`src/common/dmcs_pkg.sv`:
```
// constants and carrier types for the dot matrix character sequencer
package dmcs_pkg;
  // ==================== timing ====================
  localparam int CLK_MHZ = 200;
  localparam int STEP_US = 250;
  localparam int STEP_CYC = STEP_US * CLK_MHZ;
  localparam int DOT_US = 10;
  localparam int DOT_CYC = DOT_US * CLK_MHZ;
  localparam int VERT_HOLD_US = 20;
  localparam int VERT_HOLD_CYC = VERT_HOLD_US * CLK_MHZ;
  localparam int HORIZ_HOLD_US = 200;
  localparam int HORIZ_HOLD_CYC = HORIZ_HOLD_US * CLK_MHZ;
  localparam int LF_EXTRA_MS = 4;
  localparam int LF_EXTRA_CYC = LF_EXTRA_MS * 1000 * CLK_MHZ;
  localparam logic [4:0] LAST_PULSE = 5'h1f;
  // ==================== codes ====================
  localparam logic [6:0] ASC_HT = 7'h09;
  localparam logic [6:0] ASC_LF = 7'h0a;
  localparam logic [6:0] ASC_VT = 7'h0b;
  localparam logic [6:0] ASC_FF = 7'h0c;
  localparam logic [6:0] ASC_CR = 7'h0d;
  localparam logic [6:0] ASC_DEL = 7'h7f;
  localparam logic [4:0] BDT_LF = 5'h02;
  localparam logic [4:0] BDT_CR = 5'h08;
  localparam logic [4:0] BDT_FIGS = 5'h1b;
  localparam logic [4:0] BDT_LTRS = 5'h1f;
  localparam logic [4:0] BDT_HT = 5'h00;
  // ==================== register map ====================
  localparam logic [7:0] CTRL_ADDR = 8'h00;
  localparam logic [7:0] STAT_ADDR = 8'h04;
  localparam int ADV_BIT_BASE = 1;
  typedef struct packed {
    logic jd_en;
    logic [1:0] adv_sel;
    logic crlf_link;
    logic five_bit;
  } dmcs_ctrl_type;
  localparam dmcs_ctrl_type CTRL_RESET = 5'h10;
  typedef struct packed {
    logic lf;
    logic cr;
    logic ht;
    logic inhibit;
    logic ltrs;
    logic figs;
  } dmcs_dec_type;
  typedef struct packed {
    logic [7:0] addr;
    logic [31:0] wdata;
    logic wr;
    logic rd;
  } dmcs_bus_type;
endpackage : dmcs_pkg

```
`src/hdl/dmcs_sequencer.sv`:
```
// character generator control: sheet select, dot readout, positioning
// Behaviour
// - low four levels pick one column driver
// - upper levels pick one of four row pairs
// - half select picks row, 4 ms each
// - column enabled by 32 ten-microsecond pulses
// - four-bit counter steps sixteen dot selects
// - seven-bit buffer holds until next pulse
// - vertical code held 20 us, then inverted
// - horizontal held 200 us, inverted 50 us
// - jet down from vertical, hold, register
// - advance steps at 8 ms, strapped period
// - advance count reached fires CR and LF
// - advance set by button, cleared by LF
// - carriage return forces first position
// - 81 characters force CR and LF
// - oscillator pulse clears CR and LF
// - line feed sources drive active-low output
// - LF, VT, FF give 4 ms extra
// - seven-bit controls and delete inhibit print
// - horizontal tab prints as a space
// - paper advance also inhibits print
// - strap lets LF decode trigger CR
// - five-bit shift codes select row set
// - start runs 250 us oscillator, 31 pulses
//
// Added by the designer: the placing of the registers and the plain strobed port.
module dmcs_sequencer #(
  parameter int STEP_CYC_P = dmcs_pkg::STEP_CYC,
  parameter int HORIZ_CYC_P = dmcs_pkg::HORIZ_HOLD_CYC,
  parameter int LF_EXTRA_P = dmcs_pkg::LF_EXTRA_CYC,
  parameter int VERT_CYC_P = dmcs_pkg::VERT_HOLD_CYC
) (
  input wire logic sys_clk,
  input wire logic reset_n,
  input wire logic clk_en,
  input wire logic char_start,
  input wire logic [6:0] char_code,
  input wire logic advance_button_n,
  input wire logic [6:0] dot_word,
  input wire dmcs_pkg::dmcs_bus_type bus,
  output logic [31:0] reg_rdata,
  output logic [15:0] col_select,
  output logic [7:0] row_drive,
  output logic row_half_select,
  output logic row_half_select_n,
  output logic mem_pulse,
  output logic [15:0] dot_select,
  output logic [3:0] vert_code,
  output logic [2:0] horiz_code,
  output logic jet_down,
  output logic [6:0] position,
  output logic position_bit_low,
  output logic carriage_return,
  output logic line_feed_out_n,
  output logic print_inhibit
);
  import dmcs_pkg::*;

  function automatic logic [15:0] onehot16(input logic [3:0] i);
    onehot16 = 16'h0001 << i;
  endfunction : onehot16

  // ==================== input synchronisers ====================
  logic [15:0] sync1;
  logic [15:0] sync2;
  logic start_q;
  always_ff @(posedge sys_clk or negedge reset_n) begin
    if (!reset_n) begin
      sync1 <= 16'h0002;
      sync2 <= 16'h0002;
      start_q <= 1'b0;
    end else if (clk_en) begin
      sync1 <= {char_code, dot_word, advance_button_n, char_start};
      sync2 <= sync1;
      start_q <= sync2[0];
    end
  end
  logic [6:0] code_s;
  logic [6:0] dot_s;
  logic soc;
  assign code_s = sync2[15:9];
  assign dot_s = sync2[8:2];
  assign soc = sync2[0] & ~start_q;

  // ==================== register port ====================
  dmcs_ctrl_type ctrl;
  always_ff @(posedge sys_clk or negedge reset_n) begin
    if (!reset_n) begin
      ctrl <= CTRL_RESET;
    end else if (clk_en && bus.wr && bus.addr == CTRL_ADDR) begin
      ctrl <= bus.wdata[4:0];
    end
  end

  logic running;
  logic adv;
  always_ff @(posedge sys_clk or negedge reset_n) begin
    if (!reset_n) begin
      reg_rdata <= 32'h0;
    end else if (clk_en) begin
      reg_rdata <= 32'h0;
      if (bus.rd && bus.addr == CTRL_ADDR) begin
        reg_rdata <= {27'h0, ctrl};
      end else if (bus.rd && bus.addr == STAT_ADDR) begin
        reg_rdata <= {21'h0, print_inhibit, adv, running, 1'b0,
                      position};
      end
    end
  end

  // ==================== character decode ====================
  logic figs;
  function automatic dmcs_dec_type decode(input logic [6:0] c,
                                          input logic five);
    dmcs_dec_type d;
    d = '0;
    if (five) begin
      d.lf = c[4:0] == BDT_LF;
      d.cr = c[4:0] == BDT_CR;
      d.ht = c[4:0] == BDT_HT;
      d.ltrs = c[4:0] == BDT_LTRS;
      d.figs = c[4:0] == BDT_FIGS;
      d.inhibit = d.lf | d.cr | d.ltrs | d.figs;
    end else begin
      d.lf = c == ASC_LF || c == ASC_VT || c == ASC_FF;
      d.cr = c == ASC_CR;
      d.ht = c == ASC_HT;
      d.inhibit = (c[6:5] == 2'b00 && !d.ht) || c == ASC_DEL;
    end
    return d;
  endfunction : decode

  dmcs_dec_type dec;
  assign dec = decode(code_s, ctrl.five_bit);

  always_ff @(posedge sys_clk or negedge reset_n) begin
    if (!reset_n) begin
      figs <= 1'b0;
    end else if (clk_en && soc && ctrl.five_bit) begin
      if (dec.figs) begin
        figs <= 1'b1;
      end else if (dec.ltrs) begin
        figs <= 1'b0;
      end
    end
  end

  logic [6:0] code_q;
  logic inhibit_q;
  always_ff @(posedge sys_clk or negedge reset_n) begin
    if (!reset_n) begin
      code_q <= 7'h00;
      inhibit_q <= 1'b0;
    end else if (clk_en && soc) begin
      code_q <= code_s;
      inhibit_q <= dec.inhibit;
    end
  end

  // ==================== step oscillator ====================
  logic [19:0] step_cnt;
  logic [4:0] pulse_idx;
  logic tick;
  logic char_end;
  logic restart;
  assign tick = running && step_cnt == 20'(STEP_CYC_P - 1);
  assign char_end = tick && pulse_idx == LAST_PULSE - 5'h01;
  assign restart = soc | (char_end & adv);
  always_ff @(posedge sys_clk or negedge reset_n) begin
    if (!reset_n) begin
      running <= 1'b0;
      step_cnt <= 20'h0;
      pulse_idx <= 5'h00;
    end else if (clk_en) begin
      if (restart) begin
        running <= 1'b1;
        step_cnt <= 20'h0;
        pulse_idx <= 5'h00;
      end else if (tick) begin
        step_cnt <= 20'h0;
        pulse_idx <= pulse_idx + 5'h01;
        running <= !char_end;
      end else if (running) begin
        step_cnt <= step_cnt + 20'h1;
      end
    end
  end

  logic mem_go;
  assign mem_go = restart | tick;
  always_ff @(posedge sys_clk or negedge reset_n) begin
    if (!reset_n) begin
      mem_pulse <= 1'b0;
    end else if (clk_en) begin
      mem_pulse <= mem_go;
    end
  end

  // ==================== drivers ====================
  logic [11:0] dot_cnt;
  always_ff @(posedge sys_clk or negedge reset_n) begin
    if (!reset_n) begin
      dot_cnt <= 12'h0;
    end else if (clk_en) begin
      if (mem_go) begin
        dot_cnt <= 12'(DOT_CYC);
      end else if (dot_cnt != 12'h0) begin
        dot_cnt <= dot_cnt - 12'h1;
      end
    end
  end

  logic [1:0] pair;
  assign pair = ctrl.five_bit ? {figs, code_q[4]} : code_q[5:4];
  always_ff @(posedge sys_clk or negedge reset_n) begin
    if (!reset_n) begin
      col_select <= 16'h0;
      row_drive <= 8'h0;
      row_half_select <= 1'b0;
      row_half_select_n <= 1'b1;
      dot_select <= 16'h0;
    end else if (clk_en) begin
      col_select <= (dot_cnt != 12'h0) ? onehot16(code_q[3:0]) : 16'h0;
      row_half_select <= pulse_idx[4];
      row_half_select_n <= ~pulse_idx[4];
      row_drive <= running ? 8'(8'h01 << {pair, pulse_idx[4]}) : 8'h0;
      dot_select <= running ? onehot16(pulse_idx[3:0]) : 16'h0;
    end
  end

  // ==================== dot code registers ====================
  logic [6:0] dot_buf;
  always_ff @(posedge sys_clk or negedge reset_n) begin
    if (!reset_n) begin
      dot_buf <= 7'h00;
    end else if (clk_en && mem_go) begin
      dot_buf <= dot_s;
    end
  end

  logic [11:0] vert_cnt;
  logic [19:0] horiz_cnt;
  logic vert_hold;
  logic horiz_hold;
  assign vert_hold = vert_cnt != 12'h0;
  assign horiz_hold = horiz_cnt != 20'h0;
  always_ff @(posedge sys_clk or negedge reset_n) begin
    if (!reset_n) begin
      vert_cnt <= 12'h0;
      horiz_cnt <= 20'h0;
    end else if (clk_en) begin
      if (mem_go) begin
        vert_cnt <= 12'(VERT_CYC_P);
        horiz_cnt <= 20'(HORIZ_CYC_P);
      end else begin
        if (vert_hold) begin
          vert_cnt <= vert_cnt - 12'h1;
        end
        if (horiz_hold) begin
          horiz_cnt <= horiz_cnt - 20'h1;
        end
      end
    end
  end

  logic jd_reg;
  always_ff @(posedge sys_clk or negedge reset_n) begin
    if (!reset_n) begin
      vert_code <= 4'h0;
      horiz_code <= 3'h0;
      jd_reg <= 1'b0;
      jet_down <= 1'b0;
    end else if (clk_en) begin
      if (!vert_hold) begin
        vert_code <= ~dot_buf[3:0];
      end
      if (!horiz_hold) begin
        horiz_code <= ~dot_buf[6:4];
      end
      // use this character's own decode: the registered inhibit lags
      if (restart) begin
        jd_reg <= ctrl.jd_en & ~adv & ~(soc & dec.inhibit);
      end else if (!running) begin
        jd_reg <= 1'b0;
      end
      jet_down <= jd_reg & ~vert_hold & (|vert_code);
    end
  end

  // ==================== paper advance ====================
  logic adv_hit;
  logic wrap_hit;
  assign adv_hit = adv && position[ADV_BIT_BASE + 32'(ctrl.adv_sel)];
  assign wrap_hit = position[0] & position[4] & position[6];
  // set by button, cleared by LF
  always_ff @(posedge sys_clk or negedge reset_n) begin
    if (!reset_n) begin
      adv <= 1'b0;
    end else if (clk_en) begin
      adv <= ~sync2[1] | (adv & line_feed_out_n);
    end
  end

  always_ff @(posedge sys_clk or negedge reset_n) begin
    if (!reset_n) begin
      print_inhibit <= 1'b0;
    end else if (clk_en) begin
      print_inhibit <= (inhibit_q & running) | adv;
    end
  end

  // ==================== carriage return / line feed ====================
  logic cr_flag;
  logic lf_flag;
  logic cr_set;
  logic lf_set;
  // link makes each decode fire both
  assign cr_set = (soc & (dec.cr | (ctrl.crlf_link & dec.lf)))
                  | adv_hit | wrap_hit;
  assign lf_set = (soc & (dec.lf | (ctrl.crlf_link & dec.cr)))
                  | adv_hit | wrap_hit;
  always_ff @(posedge sys_clk or negedge reset_n) begin
    if (!reset_n) begin
      cr_flag <= 1'b0;
      lf_flag <= 1'b0;
    end else if (clk_en) begin
      cr_flag <= cr_set | (cr_flag & ~tick);
      lf_flag <= lf_set | (lf_flag & ~tick);
    end
  end

  logic [19:0] lf_cnt;
  always_ff @(posedge sys_clk or negedge reset_n) begin
    if (!reset_n) begin
      lf_cnt <= 20'h0;
      line_feed_out_n <= 1'b1;
      carriage_return <= 1'b0;
    end else if (clk_en) begin
      if (lf_set) begin
        lf_cnt <= 20'(LF_EXTRA_P);
      end else if (!lf_flag && lf_cnt != 20'h0) begin
        lf_cnt <= lf_cnt - 20'h1;
      end
      line_feed_out_n <= ~(lf_flag | (lf_cnt != 20'h0));
      carriage_return <= cr_flag;
    end
  end

  // ==================== position counter ====================
  // return forces first position
  always_ff @(posedge sys_clk or negedge reset_n) begin
    if (!reset_n) begin
      position <= 7'h00;
      position_bit_low <= 1'b0;
    end else if (clk_en) begin
      if (cr_flag) begin
        position <= 7'h00;
      end else if (char_end && (!inhibit_q || adv)) begin
        position <= position + 7'h01;
      end
      position_bit_low <= position[1];
    end
  end

  // ==================== checks ====================
  col_onehot_a: assert property (
    @(posedge sys_clk) disable iff (!reset_n)
    col_select != 16'h0 |-> $onehot(col_select))
    else $error("column select not one-hot");

  row_onehot_a: assert property (
    @(posedge sys_clk) disable iff (!reset_n)
    row_drive != 8'h0 |-> $onehot(row_drive))
    else $error("row drive not one-hot");

  half_pair_a: assert property (
    @(posedge sys_clk) disable iff (!reset_n)
    row_half_select != row_half_select_n)
    else $error("half select pair not complementary");

  dot_step_a: assert property (
    @(posedge sys_clk) disable iff (!reset_n || !clk_en)
    tick && !char_end ##1 clk_en |=> dot_select == onehot16(pulse_idx[3:0]))
    else $error("dot select did not follow counter");

  buf_hold_a: assert property (
    @(posedge sys_clk) disable iff (!reset_n)
    !mem_go |=> $stable(dot_buf))
    else $error("buffer changed without memory pulse");

  vert_hold_a: assert property (
    @(posedge sys_clk) disable iff (!reset_n || !clk_en)
    vert_hold |=> $stable(vert_code))
    else $error("vertical code moved during hold");

  horiz_hold_a: assert property (
    @(posedge sys_clk) disable iff (!reset_n || !clk_en)
    mem_go |=> horiz_hold throughout (##1 1'b1 [*8]))
    else $error("horizontal hold ended early");

  jet_gate_a: assert property (
    @(posedge sys_clk) disable iff (!reset_n)
    jet_down |-> $past(jd_reg) && $past(!vert_hold))
    else $error("jet down outside its gate");

  wrap_a: assert property (
    @(posedge sys_clk) disable iff (!reset_n || !clk_en)
    wrap_hit |=> cr_flag && lf_flag)
    else $error("wrap did not raise return and feed");

  lf_out_a: assert property (
    @(posedge sys_clk) disable iff (!reset_n || !clk_en)
    lf_flag |=> !line_feed_out_n)
    else $error("line feed output not driven low");

  osc_stop_a: assert property (
    @(posedge sys_clk) disable iff (!reset_n)
    $fell(running) |-> pulse_idx == LAST_PULSE)
    else $error("oscillator stopped on wrong pulse");

  inhibit_a: assert property (
    @(posedge sys_clk) disable iff (!reset_n || !clk_en)
    adv |=> print_inhibit)
    else $error("advance did not inhibit print");
endmodule : dmcs_sequencer

```
`config.mk`:
```
export PLATFORM = sky130hd
export DESIGN_NAME = dmcs_sequencer
export DESIGN_NICKNAME = d
export VERILOG_FILES = /design/src/common/dmcs_pkg.sv /design/src/hdl/dmcs_sequencer.sv
export SDC_FILE = /design/constraint.sdc
export NUM_CORES = 1
export LEC_CHECK = 0
export BUFFER_PORTS_ARGS = -buffer_cell sky130_fd_sc_hd__buf_2
export CAP_MARGIN = 40
export CORE_ASPECT_RATIO = 0.75
export CORE_UTILIZATION = 52
export DETAILED_ROUTE_END_ITERATION = 8
export HOLD_SLACK_MARGIN = 0.06
export PLACE_DENSITY = 0.75
export REMOVE_ABC_BUFFERS = 1
export SETUP_SLACK_MARGIN = 0.3
export SLEW_MARGIN = 40
export SYNTH_ARGS = -nofsm -noshare
export SYNTH_HDL_FRONTEND = slang
export SYNTH_SLANG_ARGS = --single-unit
```
`constraint.sdc`:
```
create_clock -name sys_clk -period 2 [get_ports sys_clk]
set_input_delay 0.1 -clock sys_clk [delete_from_list [all_inputs] [get_ports sys_clk]]
set_output_delay 0.1 -clock sys_clk [all_outputs]
set_load 0.1 [all_outputs]
```
# Word level (Yosys, flattened, before mapping)
# Index checks and enable logic that the tools add are counted.
[word_totals] ff_bits=241 inputBits=61 out_inout_bits=94 elab_cells=186
[op_classes] n_addsub=8 n_lt_le_gt_ge=1 n_eq_ne=14 shifts=3 n_mux=31 bitwise_logic=44 reduce_logical=48
[op_table] op="20-bit 2-to-1 mux" count=7
[op_table] op="12-bit 2-to-1 mux" count=4
[op_table] op="20-bit nonzero test" count=2
[op_table] op="20-bit by 1-bit subtractor with 20-bit output, second input constant" count=2
[op_table] op="7-bit by 4-bit equality test with 1-bit output, second input constant" count=5
[op_table] op="16-bit 2-to-1 mux" count=2
[op_table] op="32-bit 2-to-1 mux" count=1
[op_table] op="1-bit by 4-bit << shifter with 16-bit output, first input constant" count=2
[op_table] op="12-bit nonzero test" count=2
[op_table] op="12-bit by 1-bit subtractor with 12-bit output, second input constant" count=2
[op_table] op="2-bit AND reduction" count=11
[op_table] op="20-bit by 1-bit adder with 20-bit output, second input constant" count=1
[op_table] op="20-bit by 16-bit equality test with 1-bit output, second input constant" count=1
[op_table] op="1-bit bitwise AND" count=17
[op_table] op="1-bit bitwise OR" count=16
[op_table] op="5-bit equality test, second input constant" count=3
[op_table] op="7-bit 2-to-1 mux" count=2
[op_table] op="2-bit nonzero test" count=7
[op_table] op="1-bit logical AND" count=13
[op_table] op="11-bit 2-to-1 mux" count=1
[op_table] op="5-bit 2-to-1 mux" count=2
[op_table] op="1-bit NOT" count=9
[op_table] op="8-bit by 3-bit equality test with 1-bit output, second input constant" count=1
[op_table] op="8-bit logical NOT" count=1
[op_table] op="22 further kinds" count=35

# Logic depth before layout (Yosys ltp)
# Gate-level depths: netlist of the first run.
[depth] depth_word=12 ltp_mapped=9 mapped_depth_nobuf=8

# Worst setup path after synthesis of the first run
# Ideal clock, no wire load.
[synth_path] path_type="register to register" from="reg position[2]" to="reg lf_cnt[14]" setup_ps=131 arrival_ps=2379 t_required_ps=1869 path_slack_ps=-510 stages_incl_launch_ff=8 n_path_buf=1 period_less_slack_ps=2510 path_cell_list="dfrtp_1 -> mux2i_1 -> o221ai_1 -> a41oi_1 -> o221ai_1 -> clkbuf_1 -> nor2_1 -> or3_1"
[synth_between] elab_chain_len=7 word_cells_on_any_way=8 classes_between="mux: 3; bitwise: 2; reduce/logical: 3"
[synth_rtl] item="from (decl)" line_no="dmcs_sequencer.sv:52" text="output logic [6:0] position,"
[synth_rtl] item="from (signal assigned)" line_no="dmcs_sequencer.sv:360" text="position <= position + 7'h01;"
[synth_rtl] item="1-bit binary-select mux with 3-bit select *" line_no="dmcs_sequencer.sv:294" text="assign adv_hit = adv && position[ADV_BIT_BASE + 32'(ctrl.adv_sel)];"
[synth_rtl] item="1-bit 2-to-1 mux (not written as such) *" line_no="dmcs_sequencer.sv:294"
[synth_rtl] item="1-bit logical AND *" line_no="dmcs_sequencer.sv:294"
[synth_rtl] item="1-bit bitwise OR * (2 in a row)" line_no="dmcs_sequencer.sv:322" text="| adv_hit | wrap_hit;"
[synth_rtl] item="2-bit nonzero test (no line)"
[synth_rtl] item="2-bit AND reduction (no line)"
[synth_rtl] item="to (signal assigned)" line_no="dmcs_sequencer.sv:341" text="lf_cnt <= 20'(LF_EXTRA_P);"
[synth_rtl] item="to (signal assigned)" line_no="dmcs_sequencer.sv:343" text="lf_cnt <= lf_cnt - 20'h1;"
[synth_rtl] item="to (decl)" line_no="dmcs_sequencer.sv:333" text="logic [19:0] lf_cnt;"
# Mark *: on every way between the ends. The rest lies on a longest branch, timed or not. The select of a mux whose other input is x is not followed.
# A chain may end at the register's enable or synchronous reset.

# Worst setup path in the final report of the first run
[layout_path] from="reg step_cnt[13]" to="reg dot_cnt[8]"
[layout_between] elab_chain_len=8 word_cells_on_any_way=9 classes_between="eq/ne: 1; mux: 1; bitwise: 3; reduce/logical: 4"
[layout_rtl] item="from (decl)" line_no="dmcs_sequencer.sv:162" text="logic [19:0] step_cnt;"
[layout_rtl] item="from (signal assigned)" line_no="dmcs_sequencer.sv:185" text="step_cnt <= step_cnt + 20'h1;"
[layout_rtl] item="20-bit by 16-bit equality test with 1-bit output *" line_no="dmcs_sequencer.sv:167" text="assign tick = running && step_cnt == 20'(STEP_CYC_P - 1);"
[layout_rtl] item="1-bit logical AND *" line_no="dmcs_sequencer.sv:167"
[layout_rtl] item="1-bit logical AND" line_no="dmcs_sequencer.sv:168" text="assign char_end = tick && pulse_idx == LAST_PULSE - 5'h01;"
[layout_rtl] item="1-bit bitwise AND" line_no="dmcs_sequencer.sv:169" text="assign restart = soc | (char_end & adv);"
[layout_rtl] item="1-bit bitwise OR" line_no="dmcs_sequencer.sv:169"
[layout_rtl] item="1-bit bitwise OR *" line_no="dmcs_sequencer.sv:191" text="assign mem_go = restart | tick;"
[layout_rtl] item="2-bit nonzero test (no line)"
[layout_rtl] item="2-bit AND reduction (no line)"
[layout_rtl] item="to (signal assigned)" line_no="dmcs_sequencer.sv:207" text="dot_cnt <= 12'(DOT_CYC);"
[layout_rtl] item="to (signal assigned)" line_no="dmcs_sequencer.sv:209" text="dot_cnt <= dot_cnt - 12'h1;"
[layout_rtl] item="to (decl)" line_no="dmcs_sequencer.sv:201" text="logic [11:0] dot_cnt;"
# Mark *: on every way between the ends. The rest lies on a longest branch, timed or not.

==> summary.txt, run 1 <==
Outcome
  – Status: finished, violations left
  – Failing checks: DRC, setup timing

Final layout
  – Top Registers: horiz_cnt x20, lf_cnt x20, step_cnt x20
  – Share of cells above drive strength 1: 48.39%
  – Design area: 0.01593 sq mm
  – Fin util: 81.27%
  – Ant diodes: 0
  – Layout area overhead: 50.99%
  – Nets: 1424

Placed design
  – Post-DP HPWL: 17.61 mm
  – GPL Wtd Cong: 0.8714
  – Port Buffers: 105
  – DP Area: 0.01243 sq mm
  – Pre-CTS setup slack: -243.7 ps

GRT
  – Initial antenna violation count: 2
  – Vias in the first global route: 9752
  – Largest net degree at the start of global routing: 66
  – First-pass GRT wire length: 51.99 mm
  – Remaining Overflow, GRT: 0
  – GRT Total Usage: 31.09%

Critical path
  – R2r worst-path depth: 10
  – Worst Path Required: 2440 ps
  – Reg2reg setup slack: -400 ps
  – WP buf/inv: 5
  – Worst-path maximum fanout: 7
  – CP top delay family: buffers and inverters
  – CP max stage cell: nor2_1
  – Critical path launch point type: register
  – Crit. End Element: register
  – Critical Path, Cell by Cell: nor2_1 -> nand4_4 -> buf_6 -> buf_6 -> o21ai_4 -> buf_8 -> buf_4 -> buf_6 -> o21ai_1 -> o21ai_1
  – Crit path kind: reg2reg
  – Critical Path Source: step_cnt[13]$_DFFE_PN0P_
  – CP peak stage delay: 420 ps
  – Stages on the worst setup path: 10
  – Crit path DAT: 2840 ps
  – Reg2reg start: step_cnt[13]$_DFFE_PN0P_
  – Most repeated library cell on the critical path: buf_6

Logic synthesis
  – Post-synthesis cell type count: 72
  – Area leader, netlist: dfrtp_1
  – Main flop type after synthesis: dfrtp_1
  – Yosys top cell area share: 50.77%
  – Async set-or-reset flop fraction in the synthesized netlist: 100.0%
  – Sequential share of the synthesized area: 52.01%
  – Area of the mapped netlist: 0.01055 sq mm
  – Largest cells by area after synthesis: dfrtp_1, mux2_2, o21ai_0
  – Mapped Avg Cell Area: 10.58 sq um
  – Syn Inst Count: 997
  – Post-synth EDFFs: 0
  – Synthesis warning total: 0
  – Yosys reg bits: 219

Floorplan
  – Initial Util: 53.82%
  – Die Wd: 166.5 um
  – Number of top-level pins: 155
  – Die ar.: 0.02087 sq mm
  – Die H: 125.3 um
  – Rows: 44
  – Core area: 0.01960 sq mm

Hold path
  – Worst hold path class: in2reg
  – Hold Path Stages: 5
  – Hold Crit Start: bus[35]

Clock tree
  – Worst skew pair latency: 530 ps
  – Clock sinks: 219
  – CTS buffer count: 23
  – Clock tree buffer depth: 3
  – CTS tree: done
  – CTS H-Tree Depth: 1
  – Clk root buf: clkbuf_16
  – Clock transition at path regs: 80 ps

Routing
  – Vias/cell: 6.479
  – Remaining DRCs: 14
  – DR pass1 iterations: 9
  – Vias post-DR: 10480
  – DR WL/cell: 23.98 um
  – Final ANT Viol Nets: 0
  – Final WL: 38.78 mm
  – DRT iter0 DRCs: 1192

STA
  – Rel. slew slack: 51.89%
  – Final setup vio count: 115
  – Worst Tran Pin Value: 717.7 ps
  – Fmax: 415.9 MHz
  – Final Critical Period: 2405 ps
  – Final clock skew: 29.06 ps
  – Final TNS setup: -25050 ps
  – RSZ-0062 raised after global routing: yes
  – Max Slew Vio Count: 0
  – Final worst slack: -404.7 ps
  – Crit share post-route: 120.2%
  – Final Hold Fails: 0

Pwr
  – Leak: 0.006993 uW
  – Pwr/cell area: 1113 mW/mm^2
  – Final Power: 17730 uW
  – Worst vdd ir: 0.7144 mV

Run
  – Max Cap Viol: 0
worst paths after layout:
path                                        endpoint
max                           dot_cnt[8]$_DFFE_PN0P_
min                         reg_rdata[3]$_DFFE_PN0P_
max reg2reg                   dot_cnt[8]$_DFFE_PN0P_
min reg2reg                horiz_code[2]$_DFFE_PN0P_
max in group asynchronous      sync2[11]$_DFFE_PN0P_
min in group asynchronous  dot_select[4]$_DFFE_PN0P_
power breakdown:
group / switching [uW] / internal (uW)
Clock: 1860 / 2820
Combinational: 4180 / 2770
Sequential: 839 / 5250
Total: 6880 / 10800
synthesized netlist by cell type (all sizes together) (4+ instances only):
library cell  number
nor4              15
o2bb2ai           39
mux2i             10
a22o               9
xnor2             23
dfstp              5
a21o               8
nand2             80
ha                15
and4               7
nor3              31
o31ai              6
buf               32
a21oi             16
dfrtp            214
or2                4
nor2b              7
nand2b            12
nand3b             6
inv               34
nand4             26
or4                7
and2               5
and3              10
or3               17
mux2              53
nand3             32
nor4b              8
o41ai              7
xor2              21
clkbuf            31
o21ai             84
nor3b              8
nor2              71
o22ai              5
cells by family after synthesis:
logic type                 Yosys count  synth area share, %
and+or+nand+nor                    353                18.16
DFF                                219                52.01
AOI/OAI and AO/OA                  205                13.45
buffers and inverters               97                4.305
muxes                               63                6.607
xor gates and xnor gates            44                3.653
adders and majority gates           15                1.779
other                                1              0.03555
routing by layer:
layer	GRT usage (%)	part of all wire (%)	vias to the layer above	wire, um
met5	0	0.059	-	23
met4	12.64	6.9	4	2666
met3	5.318	9.2	254	3580
met2	50.42	46	805	17910
met1	41.75	38	5119	14600
li1	-	-	4294	-
final cells by class:
class,count,area (sq um)
multi-input cells,702,6100
flip-flops and latches,219,5493
fillers,974,3671
repair buffers,368,3080
clock buffers,32,659.4
well taps,253,316.6
clock inverters,9,151.4
inverters,34,127.6
what timing repair did:
item                                    4_1_cts  5_1_grt
pin swaps                                   101       76
endpoints found under the setup margin      131      138
hold endpoints to repair                    243        0
resized for setup                           253      148
hold buffers                                 26        0
buffers inserted                             41       33
cloned                                        8        1
stage by stage:
| step | instances | hold WS (ps) |
|---|---|---|
| after floorplan | 955 | -195.6 |
| after global placement | 1467 | 88.89 |
| after detailed placement | 1467 | 83.70 |
| after CTS | 1583 | 112.6 |
| after global routing | 1617 | 158.6 |
| final | 1617 | 124.6 |
cell usage in the layout, fill, tap and decap left out, types with 8 or more instances in the layout:
cell             n
nand2_2         15
nor2_1          44
o21ai_0         28
buf_4          163
a21o_1           8
mux2_2          53
conb_1          22
nor2_2          12
buf_6           52
nand2_1         59
buf_2          103
o21ai_2         19
nor2_4          15
inv_1           29
o2bb2ai_1       28
a22o_1           9
a21oi_2          9
dfrtp_1        209
clkbuf_16       23
dlygate4sd3_1   26
or3_1           12
mux2i_1          8
o2bb2ai_2       11
nand3_2          9
nand4_1         25
nand2b_1        11
buf_12          12
o21ai_1         33
nand3_1         16
ha_1            11
and3_1          10
xor2_1          15
xnor2_1         18
nor3_1          21
tightest hold or removal path, delay by kind of cell:
family / cells / cell delay (ps)
buf+inv: 2 / 210
compound gates: 1 / 90
simple gates: 2 / 190
Note: power is estimated with default switching activity, not from simulation.
==> run 2, diff against run 1 <==
==> constraint.sdc (replaced) <==
create_clock -name sys_clk -period 2 [get_ports sys_clk]
set_input_delay 0.4 -clock sys_clk [delete_from_list [all_inputs] [get_ports sys_clk]]
set_output_delay 0.4 -clock sys_clk [all_outputs]
set_load 0.1 [all_outputs]
==> run 2 against run 1 <==
Effect of this change: the run still ends with DRC, setup timing left; utilization fell by 0.77 points; clock power fell by 2%; largest power group unchanged; worst setup slack improved by 78 ps; non-clock buffer count fell by 23; total power down 2.0%; worst hold slack worse by 2.2 ps; sequential share of layout area up 0.34 points; via count shrank 5.9%; cell area is 0.94% lower; register-to-register slack improved by 80 ps; first-iteration DRC count shrank 12%.
==> summary.txt, run 2 (synthesized netlist as in run 1, its figures left out) <==
Outcome
  – Status: finished, violations left
  – Failing checks: DRC, setup timing

Placed design
  – Post-DP HPWL: 17.71 mm
  – DP Area: 0.01246 sq mm
  – GPL Wtd Cong: 0.8788
  – Port Buffers: 105
  – Pre-CTS setup slack: -220.9 ps
  – Placed insts: 1476

Final layout
  – Share of cells above drive strength 1: 48.77%
  – Ant diodes: 0
  – Fin util: 80.50%
  – Most frequent cells in the layout: buf_4, dfrtp_1, nand2_1
  – Nets: 1400
  – Layout area overhead: 49.57%
  – Top Registers: horiz_cnt x20, lf_cnt x20, step_cnt x20
  – Most common cell after layout, fill and taps aside: buf_4
  – Design area: 0.01578 sq mm
  – Fin cells: 1592

Routing
  – Vias post-DR: 9858
  – DR pass1 iterations: 9
  – DRT iter0 DRCs: 1053
  – Remaining DRCs: 13
  – Vias/cell: 6.192
  – Final ANT Viol Nets: 0
  – DR WL/cell: 22.41 um
  – Final WL: 35.67 mm

Critical path
  – CP peak stage delay: 400 ps
  – Critical path launch point type: register
  – Critical Path, Cell by Cell: inv_2 -> ha_4 -> and4_4 -> nand2_4 -> a2111oi_4 -> nand4_1 -> or3_1 -> a21oi_1
  – WP buf/inv: 1
  – Worst Path Required: 2420 ps
  – Worst-path maximum fanout: 4
  – Crit path kind: reg2reg
  – Crit. End Element: register
  – Crit path DAT: 2740 ps
  – CP top delay family: simple AND/OR/NAND/NOR gates
  – CP max stage cell: dfrtp_1

GRT
  – Initial antenna violation count: 0
  – Largest net degree at the start of global routing: 59
  – First-pass GRT wire length: 47.96 mm
  – Remaining Overflow, GRT: 0
  – GRT Total Usage: 28.53%
  – Vias in the first global route: 9226

Floorplan
  – Die Wd: 166.5 um
  – Die H: 125.3 um
  – Die ar.: 0.02087 sq mm
  – Initial Util: 53.82%
  – Number of top-level pins: 155
  – Core area: 0.01960 sq mm
  – Rows: 44

STA
  – Rel. slew slack: 55.49%
  – Max Slew Vio Count: 0
  – Fmax: 429.8 MHz
  – Final Hold Fails: 0
  – Final TNS setup: -12950 ps
  – Final worst slack: -326.4 ps
  – RSZ-0062 raised after global routing: yes
  – Final clock skew: 16.45 ps
  – Final setup vio count: 100
  – Final Critical Period: 2326 ps
  – Crit share post-route: 116.3%
  – Worst Tran Pin Value: 664.1 ps

Clock tree
  – Clk root buf: clkbuf_16
  – Clock sinks: 219
  – Worst skew pair latency: 510 ps
  – CTS tree: done
  – Clock transition at path regs: 70 ps
  – CTS H-Tree Depth: 1
  – CTS buffer count: 22
  – Clock tree buffer depth: 3

Run
  – Max Cap Viol: 0

Pwr
  – Switching power total: 6606 uW
  – Sw frac: 38.02%
  – Clock power frac: 26.3%
  – Combinational power share: 38.7%
  – Sequential share of power: 35.0%
  – Pwr/cell area: 1101 mW/mm^2
  – Leak: 0.006901 uW
  – Worst vdd ir: 0.9554 mV
  – Cell Int Power: 10770 uW

Hold path
  – Worst hold path class: in2reg
[run 2: changes by cell type in the layout (fill, tap and decap cells not counted), moves of 5 or more]
cell           delta
buf_4            +50
o21ai_2           -5
buf_2            -63
o21ai_0           +6
nand3_2           -5
clkbuf_4         +23
o2bb2ai_1         -6
dlygate4sd3_1    -25
o2bb2ai_2         +5
[run 2: cell type report]
type | count | area [sq um]
Inverter | 34 | 127.6
Sequential cell | 219 | 5494
Fill cell | 1033 | 3821
Multi-Input combinational cell | 702 | 6118
Clock inverter | 6 | 130.1
Clock buffer | 33 | 663.1
Timing Repair Buffer | 345 | 2928
Tap cell | 253 | 316.6
[run 2: power groups by stage]
stage | Combinational [uW] | Sequential (uW) | Clock (uW)
2_1_floorplan | 1930 | 7000 | 0
3_3_place_gp | 4730 | 5880 | 0
3_5_place_dp | 4870 | 5920 | 0
4_1_cts | 5830 | 5950 | 4570
5_1_grt | 7050 | 6170 | 4780
6_report | 6720 | 6080 | 4570
[run 2: worst reg2reg max path: stages, from the launching register on]
cell	delay, ps
dfrtp_1	400
inv_2	90
ha_4	130
and4_4	310
nand2_4	70
a2111oi_4	390
nand4_1	260
or3_1	380
a21oi_1	200
[run 2: timing repair]
item,CTS,global route
pin swaps,79,86
gates resized for setup,278,173
buffers inserted,35,31
gates cloned,6,4
endpoints found under the setup margin,174,171
hold buffers,1,0
hold endpoints to repair,42,0
[run 2: stage by stage]
stage | hold slack, ps | total power, uW
6_report | 122.3 | 17370
5_1_grt | 114.2 | 17990
4_1_cts | 112.8 | 16350
3_5_place_dp | 325.8 | 10790
3_3_place_gp | 323.3 | 10610
2_1_floorplan | 104.4 | 8938
[run 2: metal layers]
metal	global-route usage, %	part of all wire (%)	vias to the layer above
met5	0	0	-
met1	39.84	40	4921
met3	3.830	6.9	156
met2	46.81	48	544
met4	8.388	4.9	0
li1	-	-	4237
[run 2: final timing paths]
| check | cells past startpoint | slack [ps] | endpoint | from |
|---|---|---|---|---|
| setup / recovery | 8 | -330 | position[6]$_DFFE_PN0P_ | pulse_idx[0]$_DFFE_PN0P_ |
| hold / removal | 2 | 120 | sync1[3]$_DFFE_PN0P_ | dot_word[1] |
| setup reg to reg | 8 | -330 | position[6]$_DFFE_PN0P_ | pulse_idx[0]$_DFFE_PN0P_ |
| hold reg to reg | 1 | 440 | horiz_code[2]$_DFFE_PN0P_ | dot_buf[6]$_DFFE_PN0P_ |
| max in group asynchronous | 3 | 930 | ctrl[4]$_DFFE_PN1P_ | reset_n |
| min in group asynchronous | 2 | 390 | col_select[5]$_DFFE_PN0P_ | reset_n |
==> run 3, diff against run 2 <==
- CELL_PAD_IN_SITES_DETAIL_PLACEMENT: unset -> 1
- CELL_PAD_IN_SITES_GLOBAL_PLACEMENT: unset -> 2
- CORE_MARGIN: unset -> 2
- CORE_UTILIZATION: 52 -> 33
- PLACE_DENSITY: 0.75 -> 0.73
==> run 3 against run 2 <==
Effect of this change: the flow finishes with violations (setup timing); register-to-register slack better by 90 ps; sequential power shrank 1%; final cell count increased by 12%; clock-buffer cell count is 6 higher; utilization is 28 points lower; first-iteration DRC count decreased by 63%.
==> summary.txt, run 3 (synthesized netlist as in run 1, its figures left out) <==
Routing
  – DRT iter0 DRCs: 386
  – DR pass1 iterations: 4
  – Final ANT Viol Nets: 0
  – Vias post-DR: 9289
  – DR WL/cell: 20.48 um
  – Final WL: 36.40 mm
  – Remaining DRCs: 0
  – Vias/cell: 5.227

Floorplan
  – Die H: 158.8 um
  – Die ar.: 0.03343 sq mm
  – Die Wd: 210.5 um
  – Rows: 56
  – Number of top-level pins: 155
  – Initial Util: 33.61%
  – Core area: 0.03139 sq mm

STA
  – Final Hold Fails: 0
  – Hold slack: 87.60 ps
  – Fmax: 448.1 MHz
  – Max Slew Vio Count: 0
  – Crit share post-route: 111.6%
  – Rel. slew slack: 42.71%
  – RSZ-0062 raised after global routing: yes
  – Worst Tran Pin Value: 852.8 ps
  – Final Critical Period: 2232 ps
  – Final setup vio count: 99
  – Final worst slack: -231.5 ps
  – Final clock skew: 21.29 ps

Critical path
  – Critical Path, Cell by Cell: inv_2 -> ha_4 -> and4_4 -> nand2_2 -> o311ai_4 -> buf_4 -> nand3_2 -> or4_4 -> a21oi_2
  – Worst Path Required: 2480 ps
  – CP peak stage delay: 430 ps
  – Crit. End Element: register
  – Worst Setup EP: step_cnt[17]$_DFFE_PN0P_
  – Worst-path maximum fanout: 4
  – Critical Path Source: pulse_idx[0]$_DFFE_PN0P_
  – Reg2reg end: step_cnt[17]$_DFFE_PN0P_
  – Crit path kind: reg2reg
  – Reg2reg setup slack: -230 ps
  – R2r worst-path depth: 9
  – Critical path launch point type: register
  – Crit path DAT: 2710 ps
  – Reg2reg start: pulse_idx[0]$_DFFE_PN0P_
  – CP max stage cell: or4_4

Final layout
  – Nets: 1427
  – Layout area overhead: 56.97%
  – Top Registers: horiz_cnt x20, lf_cnt x20, step_cnt x20
  – Layout filler cell count: 3278
  – Most frequent cells in the layout: buf_4, dfrtp_1, buf_6
  – Fin util: 52.75%
  – Most common cell after layout, fill and taps aside: buf_4
  – Share of cells above drive strength 1: 50.95%

Clock tree
  – Clk root buf: clkbuf_16
  – Clock transition at path regs: 60 ps
  – CTS tree: done
  – CTS buffer count: 26
  – Worst skew pair latency: 550 ps
  – Clock sinks: 219
  – Clock tree buffer depth: 3
  – CTS H-Tree Depth: 1

Pwr
  – Worst vdd ir: 1.267 mV
  – Leak: 0.007105 uW
  – Pwr/cell area: 1081 mW/mm^2
  – Final Power: 17900 uW

Run
  – Max Cap Viol: 0

Placed design
  – Post-DP HPWL: 22.31 mm
  – GPL Wtd Cong: 0.7866
  – Port Buffers: 105

Hold path
  – Worst hold path class: in2reg

GRT
  – First-pass GRT wire length: 56.44 mm
  – Largest net degree at the start of global routing: 60
  – Remaining Overflow, GRT: 0
  – Vias in the first global route: 10020
  – Initial antenna violation count: 2
  – GRT Total Usage: 20.90%

Outcome
  – Failing checks: setup timing
  – Status: finished, violations left
run 3: changes by cell type in the layout (fill, tap and decap cells not counted), moves of 7 or more:
| cell | change |
|---|---|
| buf_2 | -9 |
| buf_4 | +18 |
| o21ai_2 | +8 |
| buf_12 | +17 |
| buf_6 | +20 |
| nor2_1 | -11 |
| nand2_1 | -7 |
| clkbuf_4 | -23 |
run 3: worst min path at each step:
stage                           startpoint                         to  slack, ps  depth (start not counted)
after global routing      advance_button_n       sync1[1]$_DFFE_PN1P_         70                          2
final                     advance_button_n       sync1[1]$_DFFE_PN1P_         90                          2
after detailed placement           reset_n  dot_select[4]$_DFFE_PN0P_        390                          1
after global placement             reset_n  dot_select[4]$_DFFE_PN0P_        400                          1
after floorplan                    reset_n            adv$_DFFE_PN0P_        100                          0
after CTS                 advance_button_n       sync1[1]$_DFFE_PN1P_         80                          2
run 3: layer usage:
metal	vias to the layer above	wire length (um)	global-route usage, %
li1	4307	-	-
met1	4755	16530	29.23
met2	171	17600	33.90
met3	54	1506	3.441
met4	2	752	4.898
met5	-	13	0
run 3: cell type report:
| cell class | instances | area, sq um | share of cell area, % |
|---|---|---|---|
| clock inverters | 8 | 118.9 | 0.7178 |
| repair buffers | 368 | 3391 | 20.48 |
| diodes | 1 | 2.502 | 0.01511 |
| well taps | 406 | 508.0 | 3.068 |
| flip-flops and latches | 219 | 5490 | 33.16 |
| inverters | 34 | 127.6 | 0.7707 |
| clock buffers | 39 | 760.7 | 4.594 |
| multi-input cells | 702 | 6160 | 37.20 |
run 3: through the flow:
stage	cells	setup WS (ps)	area [sq um]	setup TNS, ps
3_3_place_gp	1656	-283.5	12890	-12380
2_1_floorplan	955	-907.7	10300	-52020
3_5_place_dp	1656	-301.0	12890	-15220
5_1_grt	1776	-345.8	16560	-21030
6_report	1777	-231.5	16560	-10310
4_1_cts	1750	-174.3	15560	-6221
run 3: report_power, final:
part	internal, uW	switching (uW)	total [uW]
Combinational	2870	4060	6930
Sequential	5250	763	6020
Clock	3010	1950	4950
run 3: repair_timing:
item	4_1_cts	5_1_grt
hold buffers	1	0
gates resized for setup	382	159
hold endpoints to repair	53	0
setup endpoints to repair	208	146
pin swaps	119	87
cloned	8	1
buffers inserted	38	25
run 3: critical path: cells and delay by family (launching register included):
kind	cells	cell delay, ps
and+or+nand+nor	4	840
AOI/OAI and AO/OA	2	530
DFF	1	390
buffers and inverters	2	260
adders and majority gates	1	130
